$ cat config.mk
export PLATFORM = sky130hd
export DESIGN_NAME = bdma_core
export DESIGN_NICKNAME = d
export VERILOG_FILES = /design/src/bdma_map_timer.v /design/src/bdma_core.v
export VERILOG_INCLUDE_DIRS = /design/src
export SDC_FILE = /design/constraint.sdc
export NUM_CORES = 1
export LEC_CHECK = 0
export ABC_CLOCK_PERIOD_IN_PS = 4900
export BUFFER_PORTS_ARGS = -buffer_cell sky130_fd_sc_hd__buf_4
export CAP_MARGIN = 15
export CORE_UTILIZATION = 40
export DETAILED_ROUTE_END_ITERATION = 7
export SLEW_MARGIN = 40
export SYNTH_ARGS = -nofsm -noshare
export SYNTH_HDL_FRONTEND = slang
export SYNTH_HIERARCHICAL = 1
export SYNTH_SLANG_ARGS = --single-unit
$ cat constraint.sdc
create_clock -name clk -period 4.9 [get_ports clk]
set_input_delay 0.245 -clock clk [delete_from_list [all_inputs] [get_ports clk]]
set_output_delay 0.245 -clock clk [all_outputs]
set_load 0.02 [all_outputs]
$ cat src/bdma_defs.vh
// Constants for the banked data memory addressing block
// Summary of operation
// - Indirect port accesses go to the location held in the paired pointer.
// - Port zero reaches bank 0 only; port one reaches the selected bank.
// - Reading an indirect port itself returns 00H; writing it does nothing.
// - Both memory pointers are real, readable and writable registers.
// - Direct accesses always go to bank 0; bank 1 only via port one.
// - Reset clears the bank bit except watchdog reset in sleep or idle.
// - Bank register holds one bank bit at bit 0; bits 7 to 1 read zero.
// - ALU results land in the accumulator; no memory-to-memory move.
// - Writing program counter low jumps in page and inserts a dummy cycle.
// - Table read returns high byte to result register, low byte to target.
// - Mapping enables after 55H then AAH in consecutive instruction cycles.
// - While mapped, last page E0H to FFH reads option memory 00H to 1FH.
// - Unlock starts a slow oscillator timer; mapping ends after 4 periods.
// - Every new completed unlock restarts the mapping timer.
// - Unlock register is 8-bit read/write, reset zero, cleared on wake-up.
// - Special registers appear in all banks, except eeprom control at 40H.
// - Unused special register locations read 00H.
`ifndef BDMA_DEFS_VH
`define BDMA_DEFS_VH
`define BDMA_ADDR_IND0 8'h00
`define BDMA_ADDR_MP0 8'h01
`define BDMA_ADDR_IND1 8'h02
`define BDMA_ADDR_MP1 8'h03
`define BDMA_ADDR_BANK 8'h04
`define BDMA_ADDR_ACC 8'h05
`define BDMA_ADDR_PCL 8'h06
`define BDMA_ADDR_TABLE_POINTER_LOW 8'h07
`define BDMA_ADDR_TABLE_RESULT_HIGH 8'h08
`define BDMA_ADDR_TABLE_POINTER_HIGH 8'h09
`define BDMA_ADDR_UNLOCK 8'h3A
`define BDMA_ADDR_EECTL 8'h40
`define BDMA_SFR_TOP 8'h7F
`define BDMA_BANK_BIT 0
`define BDMA_RESET_BYTE 8'h00
`define BDMA_UNLOCK_KEY1 8'h55
`define BDMA_UNLOCK_KEY2 8'hAA
`define BDMA_OPT_PAGE_BASE 8'hE0
`define BDMA_MAP_PERIODS 3'h4
`endif

$ cat src/bdma_map_timer.v
// Option memory mapping window timer on slow oscillator ticks
`timescale 1ns/1ps
`include "bdma_defs.vh"
module bdma_map_timer
(
   clk,
   rst_n,
   oscPin,
   restart,
   mapActive
);
   input wire clk;
   input wire rst_n;
   input wire oscPin;
   input wire restart;
   output reg mapActive;
   reg sync1_q;
   reg sync2_q;
   reg sync3_q;
   reg oscLvl_q;
   reg [2:0] count_q;
   wire oscRise;
   // Rise counts once second and third stages agree
   assign oscRise = (sync2_q == sync3_q) && sync3_q && !oscLvl_q;
   always @(posedge clk)
   begin
      if (!rst_n)
      begin
         sync1_q <= 1'b0;
         sync2_q <= 1'b0;
         sync3_q <= 1'b0;
         oscLvl_q <= 1'b0;
         count_q <= 3'h0;
         mapActive <= 1'b0;
      end
      else
      begin
         sync1_q <= oscPin;
         sync2_q <= sync1_q;
         sync3_q <= sync2_q;
         if (sync2_q == sync3_q)
            oscLvl_q <= sync3_q;
         if (restart)
         begin
            count_q <= 3'h0;
            mapActive <= 1'b1;
         end
         else if (mapActive && oscRise)
         begin
            if (count_q == `BDMA_MAP_PERIODS - 3'h1)
               mapActive <= 1'b0;
            count_q <= count_q + 3'h1;
         end
      end
   end
endmodule

$ cat src/bdma_core.v
// Special register addressing, banking, table read and option mapping
`timescale 1ns/1ps
`include "bdma_defs.vh"
module bdma_core
#(
   parameter PC_WIDTH = 11,
   parameter OPT_WORDS = 32,
   parameter WORD_WIDTH = 16
)
(
   clk,
   rst_n,
   wdtSleepReset,
   wakeUp,
   lircClk,
   instrCycle,
   memRead,
   memWrite,
   memAddr,
   memWdata,
   memRdata,
   aluValid,
   aluResult,
   accumulator,
   ramEn,
   ramWe,
   ramAddr,
   ramWdata,
   ramRdata,
   sfrOtherHit,
   sfrOtherRdata,
   pcLoad,
   pcLoadValue,
   pcCurrent,
   dummyCycle,
   tableReq,
   tableLastPage,
   tableAddr,
   progRdata,
   tableLowData,
   tableDone,
   optWe,
   optWaddr,
   optWdata,
   mapActive
);
   input wire clk;
   input wire rst_n;
   input wire wdtSleepReset;
   input wire wakeUp;
   input wire lircClk;
   input wire instrCycle;
   input wire memRead;
   input wire memWrite;
   input wire [7:0] memAddr;
   input wire [7:0] memWdata;
   output reg [7:0] memRdata;
   input wire aluValid;
   input wire [7:0] aluResult;
   output reg [7:0] accumulator;
   output reg ramEn;
   output reg ramWe;
   output reg [8:0] ramAddr;
   output reg [7:0] ramWdata;
   input wire [7:0] ramRdata;
   input wire sfrOtherHit;
   input wire [7:0] sfrOtherRdata;
   output reg pcLoad;
   output reg [PC_WIDTH-1:0] pcLoadValue;
   input wire [PC_WIDTH-1:0] pcCurrent;
   output reg dummyCycle;
   input wire tableReq;
   input wire tableLastPage;
   output wire [PC_WIDTH-1:0] tableAddr;
   input wire [WORD_WIDTH-1:0] progRdata;
   output reg [7:0] tableLowData;
   output reg tableDone;
   input wire optWe;
   input wire [4:0] optWaddr;
   input wire [WORD_WIDTH-1:0] optWdata;
   output wire mapActive;

   localparam ST_IDLE = 2'b01;
   localparam ST_ARMED = 2'b10;

   reg [7:0] memPtrZero_q;
   reg [7:0] memPtrOne_q;
   reg bankSelectBit_q;
   reg [7:0] tablePtrLow_q;
   reg [7:0] tablePtrHigh_q;
   reg [7:0] tableResultHigh_q;
   reg [7:0] optionMapUnlock_q;
   reg [1:0] unlockState_q;
   reg unlockDone;
   reg [WORD_WIDTH-1:0] optMem [0:OPT_WORDS-1];
   reg [7:0] effAddr;
   reg effBank;
   reg isIndirect;
   reg isSfr;
   reg [7:0] sfrData;
   reg sfrKnown;
   wire [PC_WIDTH-1:0] lastPageBase;
   wire inOptWindow;
   wire [WORD_WIDTH-1:0] tableWord;

   // Address resolution for direct and indirect accesses
   always @*
   begin
      isIndirect = 1'b0;
      effAddr = memAddr;
      effBank = 1'b0;
      if (memAddr == `BDMA_ADDR_IND0)
      begin
         isIndirect = 1'b1;
         effAddr = memPtrZero_q;
         effBank = 1'b0;
      end
      else if (memAddr == `BDMA_ADDR_IND1)
      begin
         isIndirect = 1'b1;
         effAddr = memPtrOne_q;
         effBank = bankSelectBit_q;
      end
      isSfr = effAddr <= `BDMA_SFR_TOP;
   end

   // Special register read mux on the resolved address
   always @*
   begin
      sfrKnown = 1'b1;
      sfrData = `BDMA_RESET_BYTE;
      // Own registers show in both banks; 40H only answers in bank 1, bank 0 reads 00H
      if (effAddr == `BDMA_ADDR_EECTL)
         sfrKnown = !effBank;
      else
         case (effAddr)
            `BDMA_ADDR_IND0: sfrData = `BDMA_RESET_BYTE;
            `BDMA_ADDR_IND1: sfrData = `BDMA_RESET_BYTE;
            `BDMA_ADDR_MP0: sfrData = memPtrZero_q;
            `BDMA_ADDR_MP1: sfrData = memPtrOne_q;
            `BDMA_ADDR_BANK: sfrData = {7'h00, bankSelectBit_q};
            `BDMA_ADDR_ACC: sfrData = accumulator;
            `BDMA_ADDR_PCL: sfrData = pcCurrent[7:0];
            `BDMA_ADDR_TABLE_POINTER_LOW: sfrData = tablePtrLow_q;
            `BDMA_ADDR_TABLE_RESULT_HIGH: sfrData = tableResultHigh_q;
            `BDMA_ADDR_TABLE_POINTER_HIGH: sfrData = tablePtrHigh_q;
            `BDMA_ADDR_UNLOCK: sfrData = optionMapUnlock_q;
            default: sfrKnown = 1'b0;
         endcase
   end

   // Outward RAM strobes and read data selection
   always @*
   begin
      ramEn = (memRead || memWrite) && !isSfr;
      ramWe = memWrite && !isSfr;
      ramAddr = {effBank, effAddr};
      ramWdata = memWdata;
      if (!isSfr)
         memRdata = ramRdata;
      else if (sfrKnown)
         memRdata = sfrData;
      else if (sfrOtherHit)
         memRdata = sfrOtherRdata;
      else
         memRdata = `BDMA_RESET_BYTE;
   end

   // Unlock sequence recognition
   always @*
   begin
      unlockDone = instrCycle && memWrite && isSfr &&
         effAddr == `BDMA_ADDR_UNLOCK &&
         memWdata == `BDMA_UNLOCK_KEY2 &&
         unlockState_q == ST_ARMED;
   end

   always @(posedge clk)
   begin
      if (!rst_n)
         unlockState_q <= ST_IDLE;
      else if (wakeUp)
         unlockState_q <= ST_IDLE;
      else if (instrCycle)
      begin
         case (unlockState_q)
            ST_IDLE:
               if (memWrite && isSfr &&
                  effAddr == `BDMA_ADDR_UNLOCK &&
                  memWdata == `BDMA_UNLOCK_KEY1)
                  unlockState_q <= ST_ARMED;
            ST_ARMED:
               if (memWrite && isSfr &&
                  effAddr == `BDMA_ADDR_UNLOCK &&
                  memWdata == `BDMA_UNLOCK_KEY1)
                  unlockState_q <= ST_ARMED;
               else
                  unlockState_q <= ST_IDLE;
            default: unlockState_q <= ST_IDLE;
         endcase
      end
   end

   bdma_map_timer u_timer
   (
      .clk(clk),
      .rst_n(rst_n),
      .oscPin(lircClk),
      .restart(unlockDone),
      .mapActive(mapActive)
   );

   // Bank bit survives watchdog reset from sleep or idle
   always @(posedge clk)
   begin
      if (!rst_n)
      begin
         if (!wdtSleepReset)
            bankSelectBit_q <= 1'b0;
      end
      else if (memWrite && isSfr &&
         effAddr == `BDMA_ADDR_BANK)
         bankSelectBit_q <= memWdata[`BDMA_BANK_BIT];
   end

   // Register writes, accumulator and program counter load
   always @(posedge clk)
   begin
      if (!rst_n)
      begin
         memPtrZero_q <= `BDMA_RESET_BYTE;
         memPtrOne_q <= `BDMA_RESET_BYTE;
         tablePtrLow_q <= `BDMA_RESET_BYTE;
         tablePtrHigh_q <= `BDMA_RESET_BYTE;
         optionMapUnlock_q <= `BDMA_RESET_BYTE;
         accumulator <= `BDMA_RESET_BYTE;
         pcLoad <= 1'b0;
         pcLoadValue <= {PC_WIDTH{1'b0}};
         dummyCycle <= 1'b0;
      end
      else
      begin
         pcLoad <= 1'b0;
         dummyCycle <= 1'b0;
         if (aluValid)
            accumulator <= aluResult;
         if (wakeUp)
            optionMapUnlock_q <= `BDMA_RESET_BYTE;
         if (memWrite && isSfr)
            case (effAddr)
               `BDMA_ADDR_MP0: memPtrZero_q <= memWdata;
               `BDMA_ADDR_MP1: memPtrOne_q <= memWdata;
               `BDMA_ADDR_TABLE_POINTER_LOW: tablePtrLow_q <= memWdata;
               `BDMA_ADDR_TABLE_POINTER_HIGH: tablePtrHigh_q <= memWdata;
               `BDMA_ADDR_ACC: accumulator <= memWdata;
               `BDMA_ADDR_UNLOCK:
                  if (!wakeUp)
                     optionMapUnlock_q <= memWdata;
               `BDMA_ADDR_PCL:
               begin
                  pcLoad <= 1'b1;
                  dummyCycle <= 1'b1;
                  pcLoadValue <= {pcCurrent[PC_WIDTH-1:8], memWdata};
               end
               default: pcLoad <= 1'b0;
            endcase
      end
   end

   // Table read addressing and option memory overlay
   assign lastPageBase = {{(PC_WIDTH-8){1'b1}}, 8'h00};
   assign tableAddr = tableLastPage ?
      (lastPageBase | {{(PC_WIDTH-8){1'b0}}, tablePtrLow_q}) :
      {tablePtrHigh_q[PC_WIDTH-9:0], tablePtrLow_q};
   assign inOptWindow = mapActive &&
      (tableAddr[PC_WIDTH-1:8] == {(PC_WIDTH-8){1'b1}}) &&
      (tablePtrLow_q >= `BDMA_OPT_PAGE_BASE);
   assign tableWord = inOptWindow ? optMem[tablePtrLow_q[4:0]] : progRdata;

   always @(posedge clk)
   begin
      if (optWe)
         optMem[optWaddr] <= optWdata;
   end

   always @(posedge clk)
   begin
      if (!rst_n)
      begin
         tableResultHigh_q <= `BDMA_RESET_BYTE;
         tableLowData <= `BDMA_RESET_BYTE;
         tableDone <= 1'b0;
      end
      else
      begin
         tableDone <= tableReq;
         if (tableReq)
         begin
            tableResultHigh_q <= tableWord[15:8];
            tableLowData <= tableWord[7:0];
         end
      end
   end
endmodule

==> metrics.txt <==
# TYPE chip_impl_metric gauge
chip_impl_info{name="status",value="complete, no violations"} 1
chip_impl_metric{name="avgViaCountPerCell",unit=""} 5.68
chip_impl_metric{name="boundaryPins",unit=""} 170
chip_impl_metric{name="maxCapViolations",unit=""} 0
chip_impl_info{name="worst_hold_path_type",value="input pin to flop"} 1
chip_impl_metric{name="ys.warnings.count",unit=""} 6
chip_impl_metric{name="post_route_cells_drive_above_1_share",unit="%"} 33.4
chip_impl_metric{name="first_global_vias",unit=""} 14009
chip_impl_metric{name="die_area",unit="µm²"} 62300
chip_impl_metric{name="static-leakage-power",unit="nW"} 9.70
chip_impl_metric{name="first_iter_violations",unit=""} 1101
chip_impl_metric{name="area_added_between_synthesis_and_finish",unit="%"} 19.0
chip_impl_metric{name="syn-num-nets",unit=""} 1453
chip_impl_metric{name="start_util",unit="%"} 40.6
chip_impl_metric{name="timing.max_slew.rel_slack",unit="%"} 44.8
chip_impl_metric{name="postRouteAntennaNets",unit=""} 0
chip_impl_metric{name="clock_pin_slew_reported_for_the_worst_setup_and_hold_paths_after_clock_tree_synthesis",unit="ps"} 60
chip_impl_info{name="crit_path_start_kind",value="flop"} 1
chip_impl_info{name="most-common-layout-cells",value="sky130_fd_sc_hd__edfxtp_1 (513), sky130_fd_sc_hd__buf_4 (208), sky130_fd_sc_hd__mux4_2 (160)"} 1
chip_impl_metric{name="grt_max_degree",unit=""} 64
chip_impl_info{name="critical_path_class",value="flop to primary output"} 1
chip_impl_metric{name="reg2regPathDepth",unit=""} 7
chip_impl_metric{name="fmaxAchievable",unit="MHz"} 255
chip_impl_metric{name="num_vias",unit=""} 13598
chip_impl_metric{name="hold_viol",unit=""} 0
chip_impl_metric{name="slew_violations",unit=""} 0
chip_impl_metric{name="clk_latency",unit="ps"} 600
chip_impl_metric{name="numClockSinks",unit=""} 605
chip_impl_metric{name="detailed_place.area",unit="µm²"} 26900
chip_impl_metric{name="detail_route.drc_violations",unit=""} 0
chip_impl_metric{name="synth.top_cell.area_share",unit="%"} 62.8
chip_impl_metric{name="gr-total-overflow",unit=""} 0
chip_impl_metric{name="hold-path-cell-count",unit=""} 3
chip_impl_metric{name="netlist_area",unit="µm²"} 24500
chip_impl_metric{name="grt_usage",unit="%"} 21.1
chip_impl_metric{name="gp_congestion",unit=""} 0.909
chip_impl_metric{name="ys_async_sr_fraction",unit="%"} 0
chip_impl_metric{name="detailed_place_hpwl",unit="µm"} 41100
chip_impl_metric{name="grt_first_pass_wirelength",unit="µm"} 94800
chip_impl_metric{name="die_h",unit="µm"} 250
chip_impl_info{name="endpoint_kind",value="primary output"} 1
chip_impl_metric{name="num_rows",unit=""} 90
chip_impl_metric{name="setup_viol",unit=""} 0
chip_impl_metric{name="power.density_cell_area",unit="nW/µm²"} 375
chip_impl_metric{name="finalClockSkew",unit="ps"} 16.3
chip_impl_info{name="root_buffer",value="sky130_fd_sc_hd__clkbuf_16"} 1
chip_impl_metric{name="crit_fanout",unit=""} 15
chip_impl_metric{name="cts.path.max_buffers",unit=""} 3
chip_impl_metric{name="cts_max_level",unit=""} 3
chip_impl_metric{name="resize_count_post_cts",unit=""} 0
chip_impl_metric{name="peak_supply_drop",unit="µV"} 400
chip_impl_metric{name="fin_setup_tns",unit="ps"} 0
chip_impl_info{name="grt_setup_unrepaired",value="no"} 1
chip_impl_info{name="layout.cells.most_common",value="sky130_fd_sc_hd__edfxtp_1"} 1
chip_impl_metric{name="die_w",unit="µm"} 250
chip_impl_metric{name="yosys_register_bits",unit=""} 605
chip_impl_metric{name="placement.io_buffers",unit=""} 169
chip_impl_metric{name="design.final.nets",unit=""} 1669
chip_impl_metric{name="worst_ep_required_time",unit="ps"} 4660
chip_impl_metric{name="floorplan.core_area",unit="µm²"} 60500
chip_impl_metric{name="ys_seq_area_share",unit="%"} 70.3
chip_impl_info{name="synth.area.top_cells",value="sky130_fd_sc_hd__edfxtp_1 (63%), sky130_fd_sc_hd__mux4_2 (15%), sky130_fd_sc_hd__dfxtp_1 (7.5%)"} 1
chip_impl_metric{name="final_cell_area",unit="µm²"} 29200
chip_impl_info{name="post-synth-top-area-cell",value="sky130_fd_sc_hd__edfxtp_1"} 1
chip_impl_metric{name="grt_antenna_before_repair",unit=""} 2
chip_impl_metric{name="syn-mean-instance-area",unit="µm²"} 18.2
chip_impl_metric{name="synth_enable_flop_cells",unit=""} 513
chip_impl_metric{name="min_period_over_period",unit="%"} 80.1
chip_impl_info{name="postSynth.topFlopCell",value="sky130_fd_sc_hd__edfxtp_1"} 1
chip_impl_metric{name="worst-slew-pin-transition",unit="ps"} 826
chip_impl_metric{name="numCtsBuffers",unit=""} 66
chip_impl_metric{name="layout.core_utilization",unit="%"} 48.3
chip_impl_metric{name="critPathArrivalTime",unit="ps"} 3680
chip_impl_info{name="clock_tree_from_tritoncts",value="built"} 1
chip_impl_metric{name="fin_hold_ws",unit="ps"} 26.6
chip_impl_metric{name="drt-wirelength-per-cell",unit="µm"} 27.2
chip_impl_metric{name="drtPass1Iterations",unit=""} 5
chip_impl_metric{name="postRouteWirelength",unit="µm"} 65100
chip_impl_metric{name="min_period",unit="ps"} 3930
chip_impl_metric{name="finalPower",unit="mW"} 11.0
chip_impl_metric{name="yosys.cell_types.count",unit=""} 74
chip_impl_metric{name="synth_cells",unit=""} 1347
[Yosys cell counts (10+ instances only)]
library cell	number
sky130_fd_sc_hd__a21oi_1	10
sky130_fd_sc_hd__buf_1	20
sky130_fd_sc_hd__buf_4	11
sky130_fd_sc_hd__clkbuf_1	44
sky130_fd_sc_hd__dfxtp_1	92
sky130_fd_sc_hd__edfxtp_1	513
sky130_fd_sc_hd__mux2i_1	76
sky130_fd_sc_hd__mux4_2	160
sky130_fd_sc_hd__nand2_1	44
sky130_fd_sc_hd__nand3_1	10
sky130_fd_sc_hd__nand3b_1	24
sky130_fd_sc_hd__nor2_1	112
sky130_fd_sc_hd__o21ai_0	48
[flip-flops by register name, indices dropped and copies added, names as in the netlist, named ones only]
signal / count
accumulator: 8
bankSelectBit_q: 1
dummyCycle: 1
memPtrOne_q: 8
memPtrZero_q: 8
optMem: 512
optionMapUnlock_q: 8
pcLoadValue: 11
tableDone: 1
tableLowData: 8
tablePtrHigh_q: 8
tablePtrLow_q: 8
tableResultHigh_q: 8
u_timer/count_q: 3
u_timer/mapActive: 1
u_timer/oscLvl_q: 1
u_timer/sync1_q: 1
u_timer/sync2_q: 1
u_timer/sync3_q: 1
unlockState_q: 2
[cell type report]
cell class / instances / area [µm²]
tap: 782 / 978
clock inverter: 39 / 374
clock buffer: 78 / 1740
timing repair buffer: 235 / 1850
antenna: 1 / 2.50
multi-input combinational: 643 / 6960
fill: 5027 / 31300
sequential: 605 / 17300
inverter: 12 / 45.0
[power breakdown]
part | internal (mW) | total [mW] | switching [mW] | leakage (nW)
sequential | 5.64 | 5.67 | 0.0247 | 5.37
combinational | 0.159 | 0.431 | 0.272 | 3.32
clock | 2.82 | 4.86 | 2.04 | 1.01
[worst max-delay path, stage by stage, from the launching register on]
cell                        delay [ps]
sky130_fd_sc_hd__dfxtp_1           360
sky130_fd_sc_hd__mux2_2            290
sky130_fd_sc_hd__a31oi_2           170
sky130_fd_sc_hd__buf_4             260
sky130_fd_sc_hd__inv_1             180
sky130_fd_sc_hd__and3_1            370
sky130_fd_sc_hd__a32o_1            340
sky130_fd_sc_hd__a221o_1           340
sky130_fd_sc_hd__a2111oi_0         470
sky130_fd_sc_hd__o22ai_1           140
sky130_fd_sc_hd__buf_4             170
[logic make-up after synthesis]
| group | count (synthesis) | share of synthesized area (%) |
|---|---|---|
| AO/OA/AOI/OAI | 131 | 3.82 |
| adder cells (fa/ha/maj) | 5 | 0.255 |
| buffers and inverters | 99 | 1.79 |
| flip-flops | 605 | 70.3 |
| multiplexers | 240 | 18.0 |
| AND/OR/NAND/NOR | 267 | 5.87 |
[layer usage]
| layer | vias up | track usage [%] | part of all wire (%) |
|---|---|---|---|
| li1 | 5914 | - | - |
| met1 | 7081 | 27.8 | 42 |
| met2 | 501 | 35.6 | 50 |
| met3 | 102 | 3.91 | 5.8 |
| met4 | 0 | 6.00 | 2.4 |
| met5 | - | 0 | 0 |
[final timing paths]
| kind | startpoint | end | slack [ps] |
|---|---|---|---|
| max | memPtrOne_q[0] | memRdata[6] | 970 |
| min | progRdata[15] | tableResultHigh_q[7] | 30 |
| max reg2reg | memPtrOne_q[7] | pcLoadValue[10] | 1750 |
| min reg2reg | u_timer/sync1_q | u_timer/sync2_q | 430 |
[metrics by stage]
step / worst slack, ps / cells
after detailed placement: 1180 / 2253
after CTS: 913 / 2394
final: 974 / 2395
after global routing: 766 / 2395
after global placement: 1160 / 2253
after floorplan: 1930 / 1347
[timing repair]
action	4_1_cts	5_1_grt
hold buffers	24	0
setup buffers	0	0
endpoints found under the hold margin	24	0
(Power assumes the default switching activity.)
